## src/dbs_pkg.sv

```systemverilog
// Shared constants and decode helpers for the data bus steering block.
package dbs_pkg;

    localparam int          DBS_WORD_W      = 32;
    localparam int          DBS_BUF_DEPTH   = 2;
    localparam int          DBS_SYNC_STAGES = 2;
    localparam int          DBS_CHAIN_W     = 4;
    localparam int          DBS_RD_DELAY    = 2;

    localparam logic [31:0] DBS_ZERO_WORD   = 32'h0000_0000;
    localparam logic [3:0]  DBS_CHAIN_A     = 4'h0;
    localparam logic [3:0]  DBS_CHAIN_B     = 4'h4;
    localparam logic [3:0]  DBS_CHAIN_C     = 4'h8;

    localparam logic        DBS_RST_BUS_DIS = 1'b0;
    localparam logic        DBS_RST_OE_B    = 1'b1;
    localparam logic        DBS_RST_VALID   = 1'b0;

    // True when the selected scan chain is one that isolates the data bus.
    function automatic logic dbs_chain_hit(input logic [3:0] chain);
        dbs_chain_hit = (chain == DBS_CHAIN_A) || (chain == DBS_CHAIN_B) || (chain == DBS_CHAIN_C);
    endfunction

endpackage

```

## src/dbs_stream_if.sv

```systemverilog
// Valid and ready word stream carried between the steering block's modules.
`timescale 1ns/1ps
interface dbs_stream_if #(
    parameter int W = 32
);
    logic         valid;
    logic         ready;
    logic [W-1:0] data;

    modport src (output valid, output data, input ready);
    modport dst (input valid, input data, output ready);
endinterface

```

## src/dbs_sync.sv

```systemverilog
// Multi-stage synchroniser for pins that arrive from outside the clock domain.
`timescale 1ns/1ps
module dbs_sync
    import dbs_pkg::*;
#(
    parameter int W      = 1,
    parameter int STAGES = DBS_SYNC_STAGES
) (
    input  wire logic         core_clk_in,
    input  wire logic         rst_b_in,
    input  wire logic         ce_in,
    input  wire logic [W-1:0] async_in,
    output logic      [W-1:0] sync_out
);

    logic [W-1:0] stage [STAGES];

    // Only the next stage reads each flip-flop, so metastability cannot leak sideways.
    genvar g;
    generate
        for (g = 0; g < STAGES; g++) begin : g_stage
            always_ff @(posedge core_clk_in or negedge rst_b_in) begin
                if (!rst_b_in) begin
                    stage[g] <= '0;
                end else if (ce_in) begin
                    if (g == 0) begin
                        stage[g] <= async_in;
                    end else begin
                        stage[g] <= stage[(g == 0) ? 0 : g-1];
                    end
                end
            end
        end
    endgenerate

    assign sync_out = stage[STAGES-1];

endmodule

```

## src/dbs_fifo2.sv

```systemverilog
// Small skid buffer that holds write words while the memory side stalls.
`timescale 1ns/1ps
module dbs_fifo2
    import dbs_pkg::*;
#(
    parameter int W     = DBS_WORD_W,
    parameter int DEPTH = DBS_BUF_DEPTH
) (
    input  wire logic    core_clk_in,
    input  wire logic    rst_b_in,
    input  wire logic    ce_in,
    dbs_stream_if.dst    fill,
    dbs_stream_if.src    drain
);

    localparam int PW = (DEPTH > 1) ? $clog2(DEPTH) : 1;
    localparam int CW = $clog2(DEPTH + 1);
    localparam logic [CW-1:0] FULL_CNT = CW'(DEPTH);
    localparam logic [PW-1:0] LAST_PTR = PW'(DEPTH - 1);

    logic [W-1:0]  mem [DEPTH];
    logic [PW-1:0] wr_ptr;
    logic [PW-1:0] rd_ptr;
    logic [CW-1:0] count;
    logic          room;
    logic          push;
    logic          pop;
    logic [CW-1:0] next_count;

    assign push        = fill.valid && room;
    assign pop         = drain.valid && drain.ready;
    assign fill.ready  = room;
    assign drain.valid = (count != '0);
    assign drain.data  = mem[rd_ptr];

    always_comb begin
        next_count = count;
        if (push && !pop) begin
            next_count = count + CW'(1);
        end else if (pop && !push) begin
            next_count = count - CW'(1);
        end
    end

    always_ff @(posedge core_clk_in or negedge rst_b_in) begin
        if (!rst_b_in) begin
            count <= '0;
            room  <= 1'b1;
        end else if (ce_in) begin
            count <= next_count;
            room  <= (next_count != FULL_CNT);
        end
    end

    always_ff @(posedge core_clk_in or negedge rst_b_in) begin
        if (!rst_b_in) begin
            wr_ptr <= '0;
            rd_ptr <= '0;
        end else if (ce_in) begin
            if (push) begin
                wr_ptr <= (wr_ptr == LAST_PTR) ? '0 : wr_ptr + PW'(1);
            end
            if (pop) begin
                rd_ptr <= (rd_ptr == LAST_PTR) ? '0 : rd_ptr + PW'(1);
            end
        end
    end

    always_ff @(posedge core_clk_in) begin
        if (ce_in && push) begin
            mem[wr_ptr] <= fill.data;
        end
    end

endmodule

```

## src/dbs_steer.sv

```systemverilog
// Data bus steering between the core's word streams and the memory data pins.
`timescale 1ns/1ps
module dbs_steer
    import dbs_pkg::*;
#(
    parameter int W = DBS_WORD_W
) (
    input  wire logic                   core_clk_in,
    input  wire logic                   rst_b_in,
    input  wire logic                   ce_in,
    input  wire logic                   tck_in,
    input  wire logic                   intest_sel_in,
    input  wire logic [DBS_CHAIN_W-1:0] scan_chain_in,
    input  wire logic                   split_bus_select_in,
    input  wire logic                   data_out_enable_in,
    input  wire logic [W-1:0]           data_bus_in,
    input  wire logic [W-1:0]           data_in_bus_in,
    input  wire logic                   mem_read_in,
    input  wire logic                   mem_write_in,
    input  wire logic                   wr_valid_in,
    input  wire logic [W-1:0]           wr_data_in,
    output logic                        wr_ready_out,
    output logic                        rd_valid_out,
    output logic      [W-1:0]           rd_data_out,
    output logic      [W-1:0]           data_bus_out,
    output logic                        data_bus_oe_b_out,
    output logic      [W-1:0]           data_out_bus_out,
    output logic                        scan_bus_disable_out
);

    ////////////////////////////////////////////////////////////////////////////////
    // Pin synchronisers.

    localparam int TW = 2 + DBS_CHAIN_W;
    localparam int PW = 2 + 2 * W;

    logic [TW-1:0]          test_sync;
    logic [PW-1:0]          pin_sync;
    logic                   tck_s;
    logic                   tck_d;
    logic                   intest_s;
    logic [DBS_CHAIN_W-1:0] chain_s;
    logic                   split_s;
    logic                   dbe_s;
    logic [W-1:0]           dbus_s;
    logic [W-1:0]           din_s;
    logic                   tck_fall;

    dbs_sync #(
        .W      (TW),
        .STAGES (DBS_SYNC_STAGES)
    ) u_test_sync (
        .core_clk_in (core_clk_in),
        .rst_b_in    (rst_b_in),
        .ce_in       (ce_in),
        .async_in    ({tck_in, intest_sel_in, scan_chain_in}),
        .sync_out    (test_sync)
    );

    // The selector is static, so passing it through the same two stages costs nothing.
    dbs_sync #(
        .W      (PW),
        .STAGES (DBS_SYNC_STAGES)
    ) u_pin_sync (
        .core_clk_in (core_clk_in),
        .rst_b_in    (rst_b_in),
        .ce_in       (ce_in),
        .async_in    ({split_bus_select_in, data_out_enable_in, data_bus_in, data_in_bus_in}),
        .sync_out    (pin_sync)
    );

    assign {tck_s, intest_s, chain_s}       = test_sync;
    assign {split_s, dbe_s, dbus_s, din_s}  = pin_sync;
    assign tck_fall                         = tck_d && !tck_s;

    ////////////////////////////////////////////////////////////////////////////////
    // Scan bus disable, updated only on a test clock falling edge.

    always_ff @(posedge core_clk_in or negedge rst_b_in) begin
        if (!rst_b_in) begin
            tck_d <= 1'b0;
        end else if (ce_in) begin
            tck_d <= tck_s;
        end
    end

    always_ff @(posedge core_clk_in or negedge rst_b_in) begin
        if (!rst_b_in) begin
            scan_bus_disable_out <= DBS_RST_BUS_DIS;
        end else if (ce_in && tck_fall) begin
            scan_bus_disable_out <= intest_s && dbs_chain_hit(chain_s);
        end
    end

    ////////////////////////////////////////////////////////////////////////////////
    // Write path through the two-entry buffer.

    dbs_stream_if #(.W(W)) wr_fill ();
    dbs_stream_if #(.W(W)) wr_drain ();

    logic         pop;
    logic [W-1:0] wr_word;
    logic [W-1:0] next_word;

    assign wr_fill.valid  = wr_valid_in;
    assign wr_fill.data   = wr_data_in;
    assign wr_ready_out   = wr_fill.ready;
    assign wr_drain.ready = mem_write_in;
    assign pop            = wr_drain.valid && mem_write_in;
    assign next_word      = pop ? wr_drain.data : wr_word;

    dbs_fifo2 #(
        .W     (W),
        .DEPTH (DBS_BUF_DEPTH)
    ) u_wr_buf (
        .core_clk_in (core_clk_in),
        .rst_b_in    (rst_b_in),
        .ce_in       (ce_in),
        .fill        (wr_fill),
        .drain       (wr_drain)
    );

    // The word is held until the next write pops, so it outlives the sample edge.
    always_ff @(posedge core_clk_in or negedge rst_b_in) begin
        if (!rst_b_in) begin
            wr_word      <= DBS_ZERO_WORD;
            data_bus_out <= DBS_ZERO_WORD;
        end else if (ce_in) begin
            wr_word      <= next_word;
            data_bus_out <= next_word;
        end
    end

    // The bidirectional bus is driven in either mode; only reads and a low enable release it.
    always_ff @(posedge core_clk_in or negedge rst_b_in) begin
        if (!rst_b_in) begin
            data_bus_oe_b_out <= DBS_RST_OE_B;
        end else if (ce_in) begin
            data_bus_oe_b_out <= mem_read_in || !dbe_s;
        end
    end

    always_ff @(posedge core_clk_in or negedge rst_b_in) begin
        if (!rst_b_in) begin
            data_out_bus_out <= DBS_ZERO_WORD;
        end else if (ce_in) begin
            if (split_s && dbe_s) begin
                data_out_bus_out <= next_word;
            end else begin
                data_out_bus_out <= DBS_ZERO_WORD;
            end
        end
    end

    ////////////////////////////////////////////////////////////////////////////////
    // Read path, aligned with the synchronised data pins.

    // Picks the word from the bus that the static selector has put in use.
    function automatic logic [W-1:0] read_source(input logic split, input logic [W-1:0] dbus,
                                                 input logic [W-1:0] din);
        read_source = split ? din : dbus;
    endfunction

    logic [DBS_RD_DELAY-1:0] rd_pipe;
    logic                    rd_take;

    assign rd_take = rd_pipe[DBS_RD_DELAY-1];

    always_ff @(posedge core_clk_in or negedge rst_b_in) begin
        if (!rst_b_in) begin
            rd_pipe <= '0;
        end else if (ce_in) begin
            rd_pipe <= {rd_pipe[DBS_RD_DELAY-2:0], mem_read_in};
        end
    end

    always_ff @(posedge core_clk_in or negedge rst_b_in) begin
        if (!rst_b_in) begin
            rd_valid_out <= DBS_RST_VALID;
            rd_data_out  <= DBS_ZERO_WORD;
        end else if (ce_in) begin
            rd_valid_out <= rd_take;
            if (rd_take) begin
                // The unused bus is never looked at, so a floating pin cannot corrupt a read.
                rd_data_out <= read_source(split_s, dbus_s, din_s);
            end
        end
    end
endmodule

```

## config.mk

```make
export PLATFORM = sky130hd
export DESIGN_NAME = dbs_steer
export DESIGN_NICKNAME = d
export VERILOG_FILES = /design/src/dbs_pkg.sv /design/src/dbs_stream_if.sv /design/src/dbs_sync.sv /design/src/dbs_fifo2.sv /design/src/dbs_steer.sv
export SDC_FILE = /design/constraint.sdc
export NUM_CORES = 1
export LEC_CHECK = 0
export BUFFER_PORTS_ARGS = -buffer_cell sky130_fd_sc_hd__buf_2
export CORE_AREA = 2 2 218 198
export CTS_BUF_LIST = sky130_fd_sc_hd__clkbuf_2 sky130_fd_sc_hd__clkbuf_4 sky130_fd_sc_hd__clkbuf_8
export DETAILED_ROUTE_END_ITERATION = 12
export DIE_AREA = 0 0 220 200
export GPL_TIMING_DRIVEN = 0
export HOLD_SLACK_MARGIN = 0.03
export PLACE_DENSITY = 0.49
export SLEW_MARGIN = 30
export SYNTH_ARGS = -nofsm -noshare
export SYNTH_HDL_FRONTEND = slang
export SYNTH_SLANG_ARGS = --single-unit
```

## constraint.sdc

```tcl
create_clock -name core_clk_in -period 2.7 [get_ports core_clk_in]
set_clock_uncertainty 0.2 [all_clocks]
set_input_delay 0.54 -clock core_clk_in [delete_from_list [all_inputs] [get_ports core_clk_in]]
set_output_delay 0.54 -clock core_clk_in [all_outputs]
set_load 0.03 [all_outputs]
```

Word-level counts from Yosys, hierarchy flattened
Memory sizes are Yosys's and may differ from the RTL's.
Cells that the tools add are included.
{"block": "op_classes", "eq_ne": 3, "reduce_logical": 21, "mux": 9, "n_addsub": 4}
{"operator": "32-bit 2-to-1 mux", "count": 3}
{"operator": "1-bit logical AND", "count": 9}
{"operator": "2-bit AND reduction", "count": 3}
{"operator": "4-bit by 3-bit equality test with 1-bit output (second input constant)", "count": 1}
{"operator": "4-bit equality test (second input constant)", "count": 1}
{"operator": "1-bit zero test", "count": 4}
{"operator": "4-bit zero test", "count": 1}
{"operator": "1-bit 2-to-1 mux", "count": 4}
{"operator": "2-bit 2-to-1 mux", "count": 2}
{"operator": "1-bit logical OR", "count": 3}
{"operator": "1-bit adder (second input constant)", "count": 2}
{"operator": "2-bit by 1-bit adder with 2-bit output (second input constant)", "count": 1}
{"operator": "2-bit != test (second input constant)", "count": 1}
{"operator": "2-bit nonzero test", "count": 1}
{"operator": "2-bit by 1-bit subtractor with 2-bit output (second input constant)", "count": 1}
{"block": "word_totals", "output_inout_bits": 100, "mem_bits_rw": 64, "mem_count": 1, "ff_bits": 251, "wordCells": 54}
{"name": "u_wr_buf.mem", "words": 2, "width": 32, "rd": 1, "rd_clocked_by_memory_dff": 0, "wr": 1, "line_no": "dbs_fifo2.sv:21", "text": "logic [W-1:0] mem [DEPTH];"}

Logic depth before layout (Yosys ltp)
Gate-level depths: netlist (run 1).
{"block": "logic_depth", "word_depth": 6, "mapped_depth": 8}

Hierarchy
A second synthesis (run 1) with hierarchy kept.
{"block": "hier_totals", "hier_cells": 874, "area_unflattened_um2": 13269.0}
{"module": "dbs_sync (u_pin_sync)", "area_per_inst_um2": 5726.7, "cells_each": 345, "instances": 1}
{"module": "dbs_steer", "area_per_inst_um2": 4393.0, "cells_each": 364, "instances": 1}
{"module": "dbs_fifo2", "area_per_inst_um2": 2620.0, "cells_each": 134, "instances": 1}
{"module": "dbs_sync (u_test_sync)", "area_per_inst_um2": 529.3, "cells_each": 31, "instances": 1}

Least setup slack after synthesis (run 1)
No wires, ideal clock.
{"block": "synth_timing", "kind": "input port to flip-flop", "start": "in ce_in", "end": "mem u_wr_buf.mem[0][0] (enable)", "required_time_ps": 2079, "setup_ps": 421, "slack_ps": -335, "path_stages": 5, "arrival_ps": 2414, "cell_sequence": "buf_4 buf_6 buf_6 nand3_1 nor2_1"}
{"block": "synth_between", "elab_chain_len": 3}
{"element": "start: declaration", "line_no": "dbs_steer.sv:10", "text": "input wire logic ce_in,"}
{"element": "1-bit logical AND", "line_no": "dbs_fifo2.sv:70", "text": "if (ce_in && push) begin"}
{"element": "1-bit 2-to-1 mux", "line_no": "dbs_fifo2.sv:70"}
{"element": "1-bit 2-to-1 mux (implied by the code)", "line_no": "dbs_fifo2.sv:71", "text": "mem[wr_ptr] <= fill.data;"}
{"element": "end: declaration", "line_no": "dbs_fifo2.sv:21"}
No other way between the ends.

Worst setup path after layout (run 1)
{"block": "layout_timing", "start": "reg u_wr_buf.room (netlist: u_wr_buf.fill.ready)", "end": "out wr_ready_out"}
{"element": "start: declaration", "line_no": "dbs_fifo2.sv:25", "text": "logic room;"}
{"element": "start signal: assignment", "line_no": "dbs_fifo2.sv:51", "text": "room <= (next_count != FULL_CNT);"}
{"element": "end: declaration", "line_no": "dbs_steer.sv:22", "text": "output logic wr_ready_out,"}
No word-level cell between the ends.

==> results of run 1 <==
[power by group]
part           switching, W  total, W  leakage [nW]  internal (W)
sequential         0.000538   0.00633          3.59       0.00579
clock               0.00197   0.00473         0.644       0.00276
combinational       0.00257   0.00417          3.11       0.00160
[synthesized netlist by cell type (all sizes together) (2+ instances only)]
master	n
edfxtp	64
nand2	35
inv	3
buf	49
clkbuf	4
a21oi	67
dfrtp	249
o2bb2ai	32
xnor2	4
dfstp	2
mux2i	65
o21ai	35
o22a	2
nor2	68
mux2	147
and2	2
nand3	2
[metrics by stage]
step / TNS [ps] / worst slack, ps / util (%)
final: 0 / 542.8 / 39.87
after global placement: -1052690 / -4087 / 33.92
after detailed placement: 0 / 48.61 / 34.43
after global routing: 0 / 415.4 / 39.86
after CTS: 0 / 469.8 / 39.86
after floorplan: 0 / 185.3 / -
[worst reg2reg max path, cell delays in order, from the launching register on]
cell	delay, ps
dfstp_2	590
nand2_1	110
nor2_1	130
and2_2	570
buf_16	240
[logic make-up (layout without fill, tap and decap cells)]
| kind of cell | count (synthesis) | after routing | synth area share (%) |
|---|---|---|---|
| buffers and inverters | 57 | 477 | 3.862 |
| DFF | 315 | 315 | 66.30 |
| other | 0 | 1 | 0 |
| adders and majority gates | 1 | 1 | 0.1011 |
| xor gates and xnor gates | 4 | 4 | 0.3438 |
| and+or+nand+nor | 110 | 110 | 3.539 |
| muxes | 212 | 212 | 18.63 |
| AOI/OAI and AO/OA | 141 | 141 | 7.219 |
[how the worst max path moves through the flow]
stage | start | end
finish | u_wr_buf.fill.ready | wr_ready_out
global placement | rst_b_in | wr_word[17]
CTS | u_wr_buf.fill.ready | wr_ready_out
floorplan | ce_in | u_wr_buf.mem[0][0]
detailed placement | ce_in | u_wr_buf.mem[1][21]
global route | u_wr_buf.fill.ready | u_wr_buf.mem[1][19]
[final cells by class]
type                       instances  area [um2]  area share (%)
antenna                            1       2.502         0.01510
inverter                           4       15.01         0.09058
tap                              547       684.4           4.129
timing repair buffer             321        2305           13.90
clock buffer                      90        1107           6.680
buffer                            53       462.9           2.793
multi-input combinational        468        3701           22.33
clock inverter                     9       92.59          0.5586
sequential                       315        8205           49.50
[flip-flops by register name, indices dropped and copies added (netlist names)]
name                  flops
u_pin_sync.stage         66
u_pin_sync.sync_out      66
u_wr_buf.mem             64
data_out_bus_out         32
rd_data_out              32
wr_word                  32
u_test_sync.stage         6
u_test_sync.sync_out      6
rd_pipe                   2
u_wr_buf.count            2
data_bus_oe_b_out         1
rd_valid_out              1
scan_bus_disable_out      1
tck_d                     1
u_wr_buf.fill.ready       1
u_wr_buf.rd_ptr           1
u_wr_buf.wr_ptr           1
[per-layer routing]
layer / global-route usage, % / vias up / routed length, um
li1: - / 3784 / -
met1: 19.63 / 4042 / 14610
met2: 22.92 / 160 / 14980
met3: 3.000 / 49 / 1319
met4: 5.916 / 0 / 746
met5: 0 / - / 0
[repair_timing]
| item | in CTS | in global routing |
|---|---|---|
| hold buffers | 106 | 0 |
| setup endpoints to repair | 0 | 0 |
| endpoints found under the hold margin | 271 | 0 |
==> run metrics, run 1 <==
status=finished, final reports clean; hold worst-path end=u_wr_buf.wr_ptr; worst hold path type=in -> reg; Crit path arrival time=1420 ps; Detail Route Antenna Nets=0; CTS resizes=0; Placement Cell Area=~14000 um2; CTS Buffer Depth=3; Worst R2R End=u_wr_buf.mem[1][21]; Max Fclk=463.6 MHz; vias per cell=4.444; FFs w/ async S/R, synth=79.68%; Final min period=approximately 2200 ps; Hold WS=141.9 ps; final worst-path cycle share=about four fifths; critical register-to-register path startpoint=u_wr_buf.fill.ready; synth warn=0; IO Port Bufs=208; RSZ-0062 raised after global routing=false; top cell type's share of synthesized area=50.35%; # fillers=3994; synth unique cells=34; WP data required=1960 ps; Final #Nets=1330; Worst Reg-to-Reg Cells=4; EDFF count, synth=64; GRT Overall Usage=14.55%; Vias=8035; Slew @ Worst Pin=611.7 ps; Worst R2R Setup Slack=540 ps; flip-flop and latch count after synthesis=315; hold_sp=wr_valid_in; final wirelength=31650 um; dpl cells=about 1600; area delta synth->final=33.94%; Pleak=7.342 nW; htree depth=2; DIE HEIGHT=~200 um; CP max-delay cell=dfstp_2; Core ar.=41570 um2; DP Wirelength=approximately 21000 um; Setup-failing EPs final=0; Critical Path End Type=output pin; Yosys top cell by area=dfrtp_1; IO Pins=210; WL per Instance=17.50 um; worst vdd ir=0.3658 mV; Worst-Skew Late Latency=610 ps; Post-Syn Area=approximately 12000 um2; Syn Nets=between 900 and 1000; drc violations=0; Die ar.=between 40000 and 50000 um2; root buffer cell=clkbuf_8; Die Width=220 um; TritonCTS Sinks=315; DR pass1 iterations=5; Worst-path clk slew=60 ps; crit path max fanout=7; Max-slew headroom=roughly three fifths; Non-Filler Instances=1808; number of cells on the critical path=1; vias in the first global route=8357; critical path's largest stage delay=590 ps; initial antenna violation count=0; cts bufs inserted=56; Final Hold Fails=0; first-pass GRT wire length=48380 um; pin count of the biggest net entering global routing=66; cell count after synthesis=840; Setup Buffers After CTS=0; Iter 0 DRT Violations=320; worst-path cell chain=buf_2; hold path depth=3; CP startpoint kind=register; final instance area=16580 um2; final max-slew violation count=0; prevailing post-synth register cell=dfrtp_1; CP bufs+invs=1; initial core utilization=about 30%; routability cong.=0.7445; Tot Pwr=around 0.015 W; Max Cap Viol=0; kind of cell adding the most delay to the critical path=flip-flops; Mean Syn Cell Area=14.73 um2; commonest non-fill, non-tap cell in the layout=dfrtp_1; ratio of cells with drive above 1 in the final layout=a little over two fifths; sequential share of the synthesized area=66.30%; total grt overflow=0; Synth area leaders=dfrtp_1, edfxtp_1, mux2_2; WS Path Type=reg -> out; Cell Rows=between 70 and 80; power per cell area=918.6 nW/um2; most frequent cells in the layout=dfrtp_1, buf_2, mux2_2, dlygate4sd3_1, clkbuf_8; TritonCTS clock tree=built
Power figures use the tool's default switching activity.
==> inputs of run 2 (changes only) <==
--- a/config.mk
+++ b/config.mk
@@ -5,14 +5,15 @@
 export SDC_FILE = /design/constraint.sdc
 export NUM_CORES = 1
 export LEC_CHECK = 0
+export ABC_AREA = 1
 export BUFFER_PORTS_ARGS = -buffer_cell sky130_fd_sc_hd__buf_2
-export CORE_AREA = 2 2 218 198
+export CORE_AREA = 2 2 215 196
 export CTS_BUF_LIST = sky130_fd_sc_hd__clkbuf_2 sky130_fd_sc_hd__clkbuf_4 sky130_fd_sc_hd__clkbuf_8
 export DETAILED_ROUTE_END_ITERATION = 12
-export DIE_AREA = 0 0 220 200
+export DIE_AREA = 0 0 217 198
 export GPL_TIMING_DRIVEN = 0
 export HOLD_SLACK_MARGIN = 0.03
-export PLACE_DENSITY = 0.49
+export PLACE_DENSITY = 0.48
 export SLEW_MARGIN = 30
 export SYNTH_ARGS = -nofsm -noshare
 export SYNTH_HDL_FRONTEND = slang
==> constraint.sdc (replaced) <==
create_clock -name core_clk_in -period 2 [get_ports core_clk_in]
set_clock_uncertainty 0.2 [all_clocks]
set_input_delay 0.4 -clock core_clk_in [delete_from_list [all_inputs] [get_ports core_clk_in]]
set_output_delay 0.4 -clock core_clk_in [all_outputs]
set_load 0.03 [all_outputs]
==> run 2 against run 1 <==
Die area is 2.4% lower. Combinational power is 12% higher. Routed wire length is 14% higher. Critical path type unchanged. Flip-flop and latch count stayed put. Clock power is 32% higher. Critical endpoint unchanged. Largest power group unchanged. Core utilization is 0.065 points lower. Synthesized area is 2.0% lower.
==> run metrics, run 2 <==
TritonCTS Sinks=315 (unchanged); CP startpoint kind=register; top cell type's share of synthesized area=51.39% (+1.0 points); DP Worst Slack=-451.3 ps (-499.9 ps); dpl cells=1952 (+22%); adder-cell share of the synthesized area=0.1032% (+0.0021 points); routability cong.=0.7373 (-0.97%); synth cell count leaders=nand2_1, dfrtp_1, o21ai_0, inv_1; commonest non-fill, non-tap cell in the layout=nand2_1; Synth Area in Compound Gates=12.01% (+4.8 points); worst hold path type=in -> reg; TritonCTS clock tree=built; crit path max fanout=3 (-4); final worst-path cycle share=96.28%; DIE HEIGHT=198 um (-1.0%); Pleak=7.638 nW (+4.0%); GRT Overall Usage=17.10% (+2.6 points); vias per cell=4.441 (about the same); IO Port Bufs=209 (+0.48%); Cell Rows=71 (unchanged); Setup-failing EPs final=0 (unchanged); multiplexer area fraction after synthesis=0% (-19 points); Final #Nets=1684 (+27%); WS Path Type=reg -> out; DP Wirelength=24680 um (+15%); WP data required=1400 ps (-560 ps); EDFF count, synth=64 (unchanged); Crit path arrival time=1330 ps (-90 ps); Die ar.=42970 um2 (-2.4%); RSZ-0062 raised after global routing=false; critical path's largest stage delay=540 ps (-50 ps); vias in the first global route=9947 (+19%); Worst R2R Setup Slack=150 ps (-390 ps); CTS Buffer Depth=3 (unchanged); Max-slew headroom=58.44% (-0.77 points); initial core utilization=29.54% (-0.23 points); Yosys top cell by area=dfrtp_1; status=finished, final reports clean; Mean Syn Cell Area=10.18 um2 (-31%); simple-gate share of the synthesized area=14.15% (+11 points); largest family of logic cells by synthesized area=simple AND/OR/NAND/NOR gates; prevailing post-synth register cell=dfrtp_1; Max Cap Viol=0 (unchanged); CP max-delay cell=dfstp_2; Die Width=217 um (-1.4%); Final Hold Fails=0 (unchanged); Max Fclk=approximately 520 MHz; Core ar.=41040 um2 (-1.3%); power per cell area=1167 nW/um2 (+27%); Final min period=1926 ps; Worst-Skew Late Latency=630 ps (+20 ps); CP bufs+invs=1 (unchanged); initial antenna violation count=4 (+4); xor and xnor area share after synthesis=0.1445% (-0.20 points); PnR worst setup slack=74.49 ps (-468.3 ps); cts bufs inserted=55 (-1.8%); area delta synth->final=34.75%; Iter 0 DRT Violations=500 (+56%); final max-slew violation count=0 (unchanged); FFs w/ async S/R, synth=79.68% (unchanged); DR pass1 iterations=4 (-1); Detail Route Antenna Nets=0 (unchanged); Placement Cell Area=14020 um2 (-2.1%); synth warn=0 (unchanged); # fillers=4137 (+3.6%); IO Pins=210 (unchanged); count leader, synth=nand2_1; Syn Nets=1302 (+37%); first-pass GRT wire length=56600 um (+17%); Non-Filler Instances=2166 (+20%); htree depth=2 (unchanged); Post-Syn Area=12120 um2 (-2.0%); Vias=9620 (+20%); final setup TNS=0 ps (unchanged); sequential share of the synthesized area=67.68% (+1.4 points); drc violations=0 (unchanged); ratio of cells with drive above 1 in the final layout=23.13% (-19 points); flip-flop and latch count after synthesis=315 (unchanged); final instance area=16340 um2 (-1.4%); worst-path cell chain=buf_4; final wirelength=36210 um (+14%); Worst-path clk slew=70 ps (about the same); total grt overflow=0 (unchanged); root buffer cell=clkbuf_8; worst vdd ir=0.5923 mV (+62%); Critical Path End Type=output pin; kind of cell adding the most delay to the critical path=flip-flops; most frequent cells in the layout=nand2_1, dfrtp_1, buf_2, o21ai_0, dlygate4sd3_1; synth unique cells=21 (-38%); Slew @ Worst Pin=623.3 ps (+11.61 ps); WL per Instance=16.72 um (-4.5%); cell count after synthesis=1191 (+42%); Synth area leaders=dfrtp_1, edfxtp_1, nand2_1; pin count of the biggest net entering global routing=79 (+20%)
[run 2: changes by cell type after synthesis, moves of 20 or more]
cell and delta:
nand2_1 +332, mux2_2 -147, o21ai_0 +135, inv_1 +75
mux2i_1 -65, nand3_1 +37, nor2_1 -32, o211ai_1 +32
o2bb2ai_1 -32, buf_6 -21, buf_2 +20
[run 2: path summary, 6_finish.rpt]
path                            depth (start not counted)                    end               startpoint
worst min-delay path                                    5        u_wr_buf.wr_ptr              wr_valid_in
worst max register to register                          4   data_out_bus_out[24]  u_pin_sync.sync_out[65]
worst max-delay path                                    1           wr_ready_out      u_wr_buf.fill.ready
min in group asynchronous                               3   u_pin_sync.stage[94]                 rst_b_in
max in group asynchronous                               4   data_out_bus_out[21]                 rst_b_in
worst min register to register                          2  u_test_sync.stage[11]    u_test_sync.stage[11]
[run 2: area by class of cell]
cell class                 count  area (um2)  share of cell area, %
antenna                        2       5.005                0.03063
buffer                        73       415.4                  2.543
clock buffer                  89        1094                  6.694
clock inverter                12       76.32                 0.4672
inverter                      82       312.8                  1.915
multi-input combinational    721        3219                  19.71
sequential                   315        8205                  50.23
tap                          547       684.4                  4.189
timing repair buffer         325        2325                  14.23
[run 2: cells by family (layout without fill, tap and decap cells)]
kind of cell,count (synthesis),in the layout
DFF,315,315
AOI/OAI and AO/OA,275,275
other,0,2
xor gates and xnor gates,2,2
and+or+nand+nor,443,443
adders and majority gates,1,1
buffers and inverters,155,581
[run 2: where the power goes]
group          total [W]  switching, W  internal (W)
Sequential       0.00816      0.000553       0.00761
Clock            0.00624       0.00267       0.00356
Combinational    0.00466       0.00318       0.00149
Total             0.0191       0.00640        0.0127
[run 2: layer usage]
metal / vias to the layer above / global-route usage [%] / share of wire, %
met5: - / 0 / 0.075
met4: 4 / 5.150 / 1.8
met3: 53 / 4.378 / 6.0
met2: 233 / 27.07 / 45
met1: 4647 / 23.08 / 47
li1: 4683 / - / -
[run 2: worst register-to-register path, delay by kind of cell, from the launching register on]
kind | cells | cell delay [ps]
AOI/OAI and AO/OA | 1 | 160
buffers and inverters | 2 | 730
DFF | 1 | 350
and+or+nand+nor | 1 | 270
[run 2: what timing repair did]
action | 4_1_cts | 5_1_grt
resized for setup | 2 | 5
hold endpoints to repair | 314 | 0
hold buffers | 108 | 0
pin swaps | 2 | 1
buffers inserted | 3 | 0
endpoints found under the setup margin | 38 | 33
[run 2: through the flow]
| step | util, % | hold slack [ps] | total power, W |
|---|---|---|---|
| after global placement | 33.77 | 253.0 | 0.01266 |
| after floorplan | - | -95.59 | 0.01106 |
| after CTS | 39.76 | 47.92 | 0.01939 |
| after detailed placement | 34.15 | 86.51 | 0.01280 |
| after global routing | 39.79 | 128.7 | 0.02019 |
| final | 39.81 | 127.6 | 0.01907 |
